$ cat config.mk
export PLATFORM = sky130hd
export DESIGN_NAME = srh_host
export DESIGN_NICKNAME = d
export VERILOG_FILES = /design/src/logic/srh_pkg.sv /design/src/logic/srh_host.sv
export SDC_FILE = /design/constraint.sdc
export NUM_CORES = 1
export LEC_CHECK = 0
export ABC_AREA = 1
export BUFFER_PORTS_ARGS = -buffer_cell sky130_fd_sc_hd__buf_2
export CORE_UTILIZATION = 55
export CTS_BUF_LIST = sky130_fd_sc_hd__clkbuf_16
export DETAILED_ROUTE_END_ITERATION = 8
export PLACE_DENSITY = 0.85
export SLEW_MARGIN = 20
export SYNTH_ARGS = -nofsm -noshare
export SYNTH_HDL_FRONTEND = slang
export SYNTH_SLANG_ARGS = --single-unit
export TNS_END_PERCENT = 100
$ cat constraint.sdc
create_clock -name i_clk -period 3 [get_ports i_clk]
set_input_delay 0.6 -clock i_clk [delete_from_list [all_inputs] [get_ports i_clk]]
set_output_delay 0.6 -clock i_clk [all_outputs]
set_load 0.05 [all_outputs]
$ cat src/logic/srh_pkg.sv
`default_nettype none
// -----------------------------------------------------------------------------
// Shared constants and types of the static memory host port
// -----------------------------------------------------------------------------
package srh_pkg;
  // Geometry of the attached memory
  localparam int unsigned ADDR_W = 13;
  localparam int unsigned DATA_W = 8;
  localparam int unsigned DEPTH  = 8192;

  // Clock rate
  localparam int unsigned CLK_PERIOD_NS = 50;

  // Device timing figures, ns
  localparam int unsigned READ_CYCLE_MIN_NS          = 15;
  localparam int unsigned ADDRESS_ACCESS_TIME_NS     = 15;
  localparam int unsigned GATE_ACCESS_TIME_NS        = 8;
  localparam int unsigned OUTPUT_HOLD_AFTER_ADDR_NS  = 3;
  localparam int unsigned WRITE_CYCLE_MIN_NS         = 15;
  localparam int unsigned SELECT_BEFORE_WRITE_END_NS = 12;
  localparam int unsigned STROBE_TO_FLOAT_DELAY_NS   = 7;
  localparam int unsigned DATA_VALID_BEFORE_END_NS   = 8;
  localparam int unsigned DESELECT_TO_SLEEP_DELAY_NS = 15;

  // Least time in cycles, rounded up, at least one
  function automatic int unsigned min_cycles(input int unsigned ns);
    int unsigned c;
    c = (ns + CLK_PERIOD_NS - 1) / CLK_PERIOD_NS;
    return (c < 1) ? 1 : c;
  endfunction

  // Derived cycle counts
  localparam int unsigned RD_WAIT_CYC = min_cycles(ADDRESS_ACCESS_TIME_NS);
  localparam int unsigned WR_LOW_CYC  = min_cycles(SELECT_BEFORE_WRITE_END_NS);
  localparam int unsigned WR_FLT_CYC  = min_cycles(STROBE_TO_FLOAT_DELAY_NS
                                                   + DATA_VALID_BEFORE_END_NS);
  localparam int unsigned CNT_W = 4;
  localparam logic [CNT_W-1:0] CNT_ONE = 4'h1;

  // Write variants
  typedef enum logic [1:0] {
    WR_STROBE,
    WR_SELECT,
    WR_STROBE_GATE_LOW
  } srh_wmode_e;

  // Pins toward the memory
  typedef struct packed {
    logic              select_active_low_n;
    logic              select_active_high;
    logic              write_strobe_n;
    logic              output_gate_n;
    logic [ADDR_W-1:0] address_pins;
  } srh_pins_s;

  // Host-side request
  typedef struct packed {
    logic              write;
    srh_wmode_e        wmode;
    logic [ADDR_W-1:0] addr;
    logic [DATA_W-1:0] wdata;
  } srh_req_s;
endpackage
`default_nettype wire

$ cat src/logic/srh_host.sv
// Behaviour
// - Data held across the ending edge
// - Read: both selects, gate low, strobe high
// - Read data after access time, cycle spacing
// - Selects held before end, cycle long
// - Host drives no data while device drives
// - Gate-low write cycle covers float plus setup
`timescale 1ns/1ps
`default_nettype none
module srh_host (
  // Clock and reset
  input  wire logic                      i_clk,
  input  wire logic                      i_rst_n,
  // Host request
  input  wire logic                      i_req_valid,
  input  wire srh_pkg::srh_req_s         i_req,
  output var  logic                      o_req_ready,
  // Read answer
  output var  logic                      o_rd_valid,
  output var  logic [srh_pkg::DATA_W-1:0] o_rd_data,
  // Memory pins
  output var  srh_pkg::srh_pins_s        o_pins,
  input  wire logic [srh_pkg::DATA_W-1:0] i_data_pins,
  output var  logic [srh_pkg::DATA_W-1:0] o_data_pins,
  output var  logic [srh_pkg::DATA_W-1:0] o_data_pins_oe_n
);
  // ---------------------------------------------------------------------------
  // State
  // ---------------------------------------------------------------------------
  typedef enum logic [2:0] {
    S_IDLE,
    S_RD,
    S_WR_FLOAT,
    S_WR_LOW,
    S_WR_END
  } srh_state_e;

  srh_state_e                 state_reg,  state_next;   // Sequencer
  logic [srh_pkg::CNT_W-1:0]  cnt_reg,    cnt_next;     // Phase counter
  srh_pkg::srh_req_s          req_reg,    req_next;     // Latched request
  srh_pkg::srh_pins_s         pins_reg,   pins_next;    // Control pins
  logic [srh_pkg::DATA_W-1:0] dout_reg,   dout_next;    // Write data
  logic                       doe_n_reg,  doe_n_next;   // Data enable, low drives
  logic                       ready_reg,  ready_next;   // Request ready
  logic                       rdv_reg,    rdv_next;     // Read valid pulse
  logic [srh_pkg::DATA_W-1:0] rdd_reg,    rdd_next;     // Read data

  // Idle pin pattern: deselected, strobe and gate inactive
  function automatic srh_pkg::srh_pins_s idle_pins(input logic [srh_pkg::ADDR_W-1:0] a);
    srh_pkg::srh_pins_s p;
    p.select_active_low_n = 1'b1;
    p.select_active_high  = 1'b0;
    p.write_strobe_n      = 1'b1;
    p.output_gate_n       = 1'b1;
    p.address_pins        = a;
    return p;
  endfunction

  // Phase counter one step down
  function automatic logic [srh_pkg::CNT_W-1:0] cnt_dec(input logic [srh_pkg::CNT_W-1:0] c);
    return c - srh_pkg::CNT_ONE;
  endfunction

  // ---------------------------------------------------------------------------
  // Next-state logic
  // ---------------------------------------------------------------------------
  always_comb begin
    state_next = state_reg;
    cnt_next   = cnt_reg;
    req_next   = req_reg;
    pins_next  = pins_reg;
    dout_next  = dout_reg;
    doe_n_next = doe_n_reg;
    ready_next = ready_reg;
    rdv_next   = 1'b0;
    rdd_next   = rdd_reg;
    case (state_reg)
      // Wait for a request
      S_IDLE: begin
        if (i_req_valid && ready_reg) begin
          req_next   = i_req;
          ready_next = 1'b0;
          pins_next  = idle_pins(i_req.addr);
          pins_next.select_active_low_n = 1'b0;
          pins_next.select_active_high  = 1'b1;
          if (!i_req.write) begin
            pins_next.output_gate_n = 1'b0;
            cnt_next   = 4'(srh_pkg::RD_WAIT_CYC);
            state_next = S_RD;
          end else if (i_req.wmode == srh_pkg::WR_SELECT) begin
            // Strobe first; selects then open the write
            pins_next.select_active_low_n = 1'b1;
            pins_next.select_active_high  = 1'b0;
            pins_next.write_strobe_n      = 1'b0;
            dout_next  = i_req.wdata;
            doe_n_next = 1'b0;
            cnt_next   = 4'(srh_pkg::WR_LOW_CYC);
            state_next = S_WR_FLOAT;
          end else if (i_req.wmode == srh_pkg::WR_STROBE_GATE_LOW) begin
            // gate held low, wait for float
            pins_next.output_gate_n  = 1'b0;
            pins_next.write_strobe_n = 1'b0;
            cnt_next   = 4'(srh_pkg::WR_FLT_CYC);
            state_next = S_WR_FLOAT;
          end else begin
            // Gate high, pins already floating
            pins_next.write_strobe_n = 1'b0;
            dout_next  = i_req.wdata;
            doe_n_next = 1'b0;
            cnt_next   = 4'(srh_pkg::WR_LOW_CYC);
            state_next = S_WR_LOW;
          end
        end
      end
      S_RD: begin
        if (cnt_reg == srh_pkg::CNT_ONE) begin
          // Access time met: capture the byte, deselect
          rdd_next   = i_data_pins;
          rdv_next   = 1'b1;
          pins_next  = idle_pins(req_reg.addr);
          ready_next = 1'b1;
          state_next = S_IDLE;
        end else begin
          // Access time not yet met
          cnt_next = cnt_dec(cnt_reg);
        end
      end
      // Float wait or select-controlled prelude
      S_WR_FLOAT: begin
        if (req_reg.wmode == srh_pkg::WR_SELECT) begin
          pins_next.select_active_low_n = 1'b0;
          pins_next.select_active_high  = 1'b1;
          state_next = S_WR_LOW;
        end else if (cnt_reg == srh_pkg::CNT_ONE) begin
          dout_next  = req_reg.wdata;
          doe_n_next = 1'b0;
          cnt_next   = 4'(srh_pkg::WR_LOW_CYC);
          state_next = S_WR_LOW;
        end else begin
          // Float time not yet met
          cnt_next = cnt_dec(cnt_reg);
        end
      end
      S_WR_LOW: begin
        if (cnt_reg == srh_pkg::CNT_ONE) begin
          if (req_reg.wmode == srh_pkg::WR_SELECT) begin
            pins_next.select_active_low_n = 1'b1;
            pins_next.select_active_high  = 1'b0;
          end else begin
            pins_next.write_strobe_n = 1'b1;
            pins_next.output_gate_n  = 1'b1;
          end
          state_next = S_WR_END;
        end else begin
          // Overlap not yet long enough
          cnt_next = cnt_dec(cnt_reg);
        end
      end
      S_WR_END: begin
        doe_n_next = 1'b1;
        pins_next  = idle_pins(req_reg.addr);
        ready_next = 1'b1;
        state_next = S_IDLE;
      end
      default: begin
        state_next = S_IDLE;
        pins_next  = idle_pins('0);
        doe_n_next = 1'b1;
        ready_next = 1'b1;
      end
    endcase
  end

  // ---------------------------------------------------------------------------
  // Registers
  // ---------------------------------------------------------------------------
  always_ff @(posedge i_clk or negedge i_rst_n) begin
    // Reset: deselected, strobes off, data pins released
    if (!i_rst_n) begin
      state_reg <= S_IDLE;
      cnt_reg   <= '0;
      req_reg   <= '0;
      pins_reg  <= '{select_active_low_n: 1'b1, select_active_high: 1'b0,
                     write_strobe_n: 1'b1, output_gate_n: 1'b1, address_pins: '0};
      dout_reg  <= '0;
      doe_n_reg <= 1'b1;
      ready_reg <= 1'b1;
      rdv_reg   <= 1'b0;
      rdd_reg   <= '0;
    end else begin
      // Every register advances on each edge
      state_reg <= state_next;
      cnt_reg   <= cnt_next;
      req_reg   <= req_next;
      pins_reg  <= pins_next;
      dout_reg  <= dout_next;
      doe_n_reg <= doe_n_next;
      ready_reg <= ready_next;
      rdv_reg   <= rdv_next;
      rdd_reg   <= rdd_next;
    end
  end

  // Outputs straight from flip-flops
  assign o_pins           = pins_reg;
  assign o_data_pins      = dout_reg;
  assign o_data_pins_oe_n = {srh_pkg::DATA_W{doe_n_reg}};
  assign o_req_ready      = ready_reg;
  assign o_rd_valid       = rdv_reg;
  assign o_rd_data        = rdd_reg;
endmodule
`default_nettype wire

==> results of run 1 <==
## kinds of logic (layout without fill, tap and decap cells)
family,count (synthesis),in the layout
AO/OA/AOI/OAI,40,40
XOR/XNOR,1,1
adder cells (fa/ha/maj),4,4
buffers and inverters,65,140
flip-flops,66,66
AND/OR/NAND/NOR,234,234
## worst register-to-register path: cells and delay by family, from the launching register on
kind | cells | cell delay [ns]
AO/OA/AOI/OAI | 1 | 0.09
AND/OR/NAND/NOR | 4 | 1.10
flip-flops | 1 | 0.44
buffers and inverters | 1 | 0.31
## metal layers
metal,global-route usage (%),vias up
li1,-,1406
met4,12.26,0
met2,41.95,97
met1,32.16,1268
met5,0,-
met3,4.471,16
## placed cells by master (no fill, tap or decap)
cell type,n
a21oi_1,3
buf_2,77
buf_4,2
bufinv_16,1
clkbuf_16,9
clkinv_2,4
clkinv_4,1
dfrtp_1,61
dfstp_2,5
ha_1,4
inv_1,37
inv_2,9
nand2_1,183
nand2_2,2
nand3_1,25
nand4_1,3
nor2_1,17
nor2_2,3
nor2_4,1
o21a_1,1
o21ai_0,7
o21ai_1,20
o22ai_1,9
xor2_1,1
## how the worst max path moves through the flow
stage | startpoint | to | depth (start not counted)
floorplan | o_req_ready$_DFFE_PN1P_ | o_pins[0]$_DFFE_PN0P_ | 8
global placement | state_reg[0]$_DFFE_PN0P_ | req_reg[14]$_DFFE_PN0P_ | 6
detailed placement | state_reg[0]$_DFFE_PN0P_ | req_reg[8]$_DFFE_PN0P_ | 6
CTS | state_reg[0]$_DFFE_PN0P_ | req_reg[15]$_DFFE_PN0P_ | 6
global route | state_reg[1]$_DFFE_PN0P_ | req_reg[15]$_DFFE_PN0P_ | 6
finish | state_reg[1]$_DFFE_PN0P_ | req_reg[15]$_DFFE_PN0P_ | 6
## per-stage QoR
step / setup slack, ns / cell area (sq um)
floorplan: 1.368 / 3156
global placement: 1.020 / 3531
detailed placement: 0.9502 / 3531
CTS: 0.9092 / 3815
global route: 0.6914 / 3815
finish: 0.9262 / 3815
## layout make-up
cell class	instances	area [sq um]	area share (%)
multi-input combinational	279	1210	31.72
inverter	46	172.7	4.526
timing repair buffer	79	400.4	10.50
clock inverter	6	58.81	1.541
clock buffer	9	225.2	5.904
sequential	66	1658	43.46
tap	72	90.09	2.361
==> impl_results.md, run 1 <==
* Status: completed
* DR vias at between 2000 and 3000
* Crit-path max cell delay at between 0.4 and 0.5 ns
* Worst EP required at between 3 and 4 ns
* Finished Layout Cells at ~560
* R2R Path End: req_reg[15]$_DFFE_PN0P_
* Setup_tns at 0 ns
* Max stage delay cell, worst path: dfrtp_1
* Cell chain of the critical path: nor2_1 > nand2_1 > inv_2 > nand2_2 > nand2_1 > o21ai_1
* Total track usage at between 20% and 30%
* Synth top area cells: dfrtp_1 48%, nand2_1 22%, inv_1 4.4%, dfstp_2 4.2%, nand3_1 4.0%
* Library cells used by synthesis at 21
* Met3 WL at 383 um
* Global route overflow at 0
* Fin nets at 520
* Vias in the first global route at ~2600
* R2r setup slk at roughly 0.93 ns
* Worst relative slew slack at a little under half
* Die height at between 70 and 80 um
* Mapped Nets at about 450
* Post_cts resized at 0
* Worst flop-to-flop path startpoint: state_reg[1]$_DFFE_PN0P_
* Worst Path Max Fanout at 37
* Row cnt at 27
* Most frequent cell after synthesis: nand2_1
* #FFs+latches synth at 66
* EDFF count, synth at 0
* Crit Path Category: reg -> reg
* WHS at roughly 0.45 ns
* CTS root buf: clkbuf_16
* Sequential share of the synthesized area at approximately 53%
* Largest register FFs at 23
* Compound-Gate Fraction of Synth Area at between 6 and 7%
* Synth Area in Simple Gates at between 20% and 30%
* Top-area cell type share of the netlist area at between 40 and 50%
* RSZ-0062 raised after global routing: false
* Yosys warnings at 0
* Startpoint Class: flip-flop
* Final Max Tran Viols at 0
* Synth async-reset ratio at 100.0%
* Maximum buffer depth of the clock tree at 2
* WL final at between 6000 and 7000 um
* Post-synth top cells: 183 x nand2_1, 61 x dfrtp_1, 37 x inv_1
* Final number of hold-violating endpoints at 0
* Syn avg cell area at a little under 8 sq um
* Setup Buffers After CTS at 0
* Post-Syn Area at 3156 sq um
* CTS tree: yes
* Die width at approximately 78 um
* Layout cell share with drive strength beyond 1 at about a quarter
* Antenna Nets Post-Route at 0
* Final setup viols at 0
* Diode count at 0
* Clk slew on worst S/H paths at ~0.060 ns
* Yosys top cell by area: dfrtp_1
* Total clock sinks at 66
* Main combinational cell family by area after synthesis: simple AND/OR/NAND/NOR gates
* Worst EP arrival at between 2 and 2.5 ns
* DR iter-0 viols at about 230
* Max Clk Rate at just under 0.5 GHz
* Final period util at 69.13%
* Post-synthesis mux area share at 0%
* Via/cell ratio at ~5
* CTS buffer count at 9
* Worst-margin pin slew at 0.8201 ns
* Initial antenna violation count at 0
* Min-delay worst type: in -> async
* Placed Instances at 542
* Worst-Skew Late Latency at between 0.3 and 0.4 ns
* DR top layer: met4
* First-pass GRT wire length at between 10000 and 15000 um
* DR pass1 iterations at 4
* Initial Util at 57.31%
* RePlAce Congestion at 0.9270
* Wirelength per Cell at roughly 12 um
* CP Capture Type: flip-flop
* Met2 WL at 3355 um
* R2R depth at 6
* HPWL Detailed at ~4700 um
* Die ar. at 6044 sq um
* Most used cell, CP: nand2_1
* Hold_buf cts at 0
* Synthesis-to-layout area growth at 20.90%
* IO Pins at 78
* Core area at 5507 sq um
* Port Buf Inserts at 77
* Post-Synth XOR/XNOR Area at 0.2776%
* Top FF cell, synth: dfrtp_1
* Post-Syn Instances at 410
* Deepest level of the CTS H-tree at 3
* Setup Skew at around 0.0052 ns
* Final Util at just under 70%
* Synth Area in Adders at under 10%
* Max-Cap Viols at 0
* DRT met1 WL at 2968 um
* Residual DRC at 0
* Final Critical Period at between 2 and 2.5 ns
* Buf/Inv on CP at 1
* Cell class contributing the biggest share of worst-path delay: simple AND/OR/NAND/NOR gates
* Largest net degree at the start of global routing at 67
* Fillers at 447
Power of run 1 is left out: the tool's default activity adds up to more than one toggle a clock period on the data nets, which glitch-free logic cannot reach.
==> inputs of run 2 (changes only) <==
ABC_AREA = 0   (was 1)
CORE_UTILIZATION = 47   (was 55)
PLACE_DENSITY = 0.78   (was 0.85)
clock period = 1.75 ns   (was 3 ns; I/O delays follow)
==> run 2 against run 1 <==
  * The flow now finishes with violations (negative hold slack, negative setup slack)
  * Clock-buffer cell count unchanged
  * Clock skew fell by 0.0012 ns
  * Synthesized area down 4.6%
  * Global-route usage decreased by 4.1 points
  * Critical endpoint is now o_rd_data[7]$_DFFE_PN0P_
==> impl_results.md, run 2 <==
* R2R depth at 6 (unchanged)
* #FFs+latches synth at 66 (unchanged)
* Worst Path Max Fanout at 5 (-86%)
* Mapped Nets at 292 (-35%)
* Row cnt at 28 (+3.7%)
* Maximum buffer depth of the clock tree at 2 (unchanged)
* RePlAce Congestion at 0.8260 (-11%)
* CP Capture Type: flip-flop
* Initial Util at 49.69% (-7.6 points)
* Cell Area, Placed at 3684 sq um (+4.3%)
* Max-Cap Viols at 0 (unchanged)
* Deepest level of the CTS H-tree at 3 (unchanged)
* Final Instance Area at 4100 sq um (+7.5%)
* Die width at 82.05 um (+5.5%)
* WL final at 6619 um (-3.4%)
* Clock network power share at a little under a fifth
* Worst EP arrival at 2.16 ns (-0.09 ns)
* Setup Skew at 0.003959 ns (-0.001213 ns)
* Worst relative slew slack at 65.82% (+20 points)
* Total clock sinks at 66 (unchanged)
* Post-synth top cells: 61 x dfrtp_1, 30 x nand2_1, 16 x mux2_2
* Yosys top cell by area: dfrtp_1
* Initial antenna violation count at 0 (unchanged)
* WHS at -0.005932 ns (-0.4566 ns)
* Clk slew on worst S/H paths at 0.05 ns (about the same)
* DR iter-0 viols at 135 (-41%)
* Final Util at 67.65% (-1.6 points)
* Die height at 82.05 um (+5.5%)
* Total chip power at 9.312 mW
* CTS root buf: clkbuf_16
* Syn avg cell area at 11.90 sq um (+55%)
* Startpoint Class: flip-flop
* Port Buf Inserts at 77 (unchanged)
* Vias in the first global route at 2254 (-14%)
* Die ar. at 6732 sq um (+11%)
* Pleak at approximately 2.1 nW
* Sw Ratio at between 40% and 50%
* Largest register FFs at 23 (unchanged)
* Psw at 4.106 mW
* Diode count at 0 (unchanged)
* Peak VDD IR at 1422 uV
* IO Pins at 78 (unchanged)
* Fin nets at 399 (-23%)
* Sequential share of the synthesized area at 55.05% (+2.5 points)
* Final setup viols at 21 (+21)
* CTS buffer count at 9 (unchanged)
* Largest net degree at the start of global routing at 27 (-60%)
* Combinational fraction of design power at between 50% and 60%
* Worst slack, placed at -0.2176 ns (-1.168 ns)
* Yosys warnings at 0 (unchanged)
* Fin worst setup slack at -0.2030 ns (-1.129 ns)
* Top-area cell type share of the netlist area at 50.69% (+2.3 points)
* Total track usage at 21.28% (-4.1 points)
* P_int at approximately 5.2 mW
* Top FF cell, synth: dfrtp_1
* Max Clk Rate at 0.5120 GHz (+6.2%)
* HPWL Detailed at 4226 um (-10%)
* Post-Syn Area at 3012 sq um (-4.6%)
* Final period util at 111.6% (+42 points)
* Worst-margin pin slew at 0.5127 ns (-0.3074 ns)
* Setup_tns at -3.090 ns (-3.090 ns)
* Via/cell ratio at 5.361 (+7.2%)
* Antenna Nets Post-Route at 0 (unchanged)
* CTS tree: yes
* Core area at 6061 sq um (+10%)
* Final Max Tran Viols at 0 (unchanged)
* RSZ-0062 raised after global routing: true
* Library cells used by synthesis at 44 (+110%)
* Min-delay worst type: in -> async
* Worst-Skew Late Latency at 0.33 ns (about the same)
* Final Critical Period at 1.953 ns (-0.1208 ns)
* Fillers at 439 (-1.8%)
* Failing checks: negative hold slack, negative setup slack
* First-pass GRT wire length at 10490 um (-11%)
* DR vias at 2359 (-15%)
* Synth top area cells: dfrtp_1 51%, mux2_2 6.0%, a221o_1 4.7%, dfstp_2 4.4%, mux2_4 4.0%
* Wirelength per Cell at 15.04 um (+22%)
* Synth async-reset ratio at 100.0% (unchanged)
* Post-Syn Instances at 253 (-38%)
* DR pass1 iterations at 4 (unchanged)
* Final number of hold-violating endpoints at 16 (+16)
* Residual DRC at 0 (unchanged)
* Crit Path Category: reg -> reg
* Ratio of total power to cell area at 2271 nW/um^2
* Layout cell share with drive strength beyond 1 at 48.22% (+25 points)
* Reg power frac at around 28%
* EDFF count, synth at 0 (unchanged)
* Most frequent cell after synthesis: dfrtp_1
* Most common cell after layout, fill and taps aside: buf_2
* Synthesis-to-layout area growth at 36.14%
* Worst EP required at 1.96 ns (-1.22 ns)
* Global route overflow at 0 (unchanged)
* Commonest non-fill, non-tap cells in the layout: 77 x buf_2, 61 x dfrtp_1, 31 x buf_4, 30 x nand2_1, 16 x mux2_2
* Status: finished with violations
==> run 2: changes by cell type after synthesis, sizes merged, moves of 5 or more <==
cell	change
and2	+13
nand3	-21
nand2	-155
nand2b	+6
o21ai	-22
a221o	+14
clkbuf	+5
nor3	+5
nor2	-16
o22ai	-8
a21o	+15
inv	-37
mux2	+26
==> run 2: path summary, 6_finish.rpt <==
check | from | slack, ns | endpoint
max | cnt_reg[1]$_DFFE_PN0P_ | -0.20 | o_rd_data[7]$_DFFE_PN0P_
max reg2reg | cnt_reg[1]$_DFFE_PN0P_ | -0.20 | o_rd_data[7]$_DFFE_PN0P_
min in group i_clk | i_req[6] | 0.23 | req_reg[6]$_DFFE_PN0P_
max in group asynchronous | i_rst_n | 1.18 | o_pins[13]$_DFFE_PN1P_
min | i_rst_n | -0.006 | req_reg[9]$_DFFE_PN0P_
min reg2reg | req_reg[22]$_DFFE_PN0P_ | 0.47 | req_reg[22]$_DFFE_PN0P_
==> run 2: layout make-up <==
class | count | area (sq um) | share of cell area (%)
clock buffers | 9 | 225.2 | 5.493
clock inverters | 7 | 61.31 | 1.495
inverters | 9 | 33.78 | 0.8239
multi-input cells | 159 | 1284 | 31.31
flip-flops and latches | 66 | 1662 | 40.52
well taps | 75 | 93.84 | 2.289
repair buffers | 115 | 740.7 | 18.07
==> run 2: power groups by stage <==
stage / registers, mW / logic, mW / clock network, mW
after floorplan: 3.96 / 2.27 / 0
after global placement: 2.63 / 4.68 / 0
after detailed placement: 2.65 / 4.78 / 0
after CTS: 2.64 / 4.83 / 1.74
after global routing: 2.74 / 5.27 / 1.81
final: 2.64 / 4.96 / 1.71
==> run 2: timing repair <==
item	4_1_cts	5_1_grt
buffers inserted	2	6
setup endpoints to repair	31	35
pin swaps	0	2
hold buffers	0	0
cloned	1	0
resized for setup	2	10
==> run 2: worst max-delay path, stage by stage, from the launching register on <==
cell and delay [ns]:
dfrtp_1 0.39, inv_2 0.08, ha_4 0.12, or3b_4 0.37
or3_4 0.37, nand2b_4 0.20, mux2_4 0.31
==> run 2: kinds of logic (layout without fill, tap and decap cells) <==
logic type                 count (synthesis)  in the layout  share of synthesized area, %
AOI/OAI and AO/OA                         54             54                         14.17
adders and majority gates                  4              4                         1.662
buffers and inverters                     29            140                         5.027
DFF                                       66             66                         55.05
muxes                                     27             27                         11.05
and+or+nand+nor                           73             74                         13.05
==> run 2: per-stage QoR <==
stage	hold slack, ns	instances
2_1_floorplan	0.05441	253
3_3_place_gp	0.3424	415
3_5_place_dp	0.3555	415
4_1_cts	0.01367	434
5_1_grt	0.03824	440
6_report	-0.005932	440
==> run 2: layer usage <==
metal	vias to the layer above	wire length, um	global-route usage, %	part of all wire (%)
met2	61	3239	34.88	49
met3	11	256	4.333	3.9
met4	0	95	8.947	1.4
li1	1107	-	-	-
met5	-	0	0	0
met1	1180	3027	27.27	46
(Power assumes the default switching activity.)
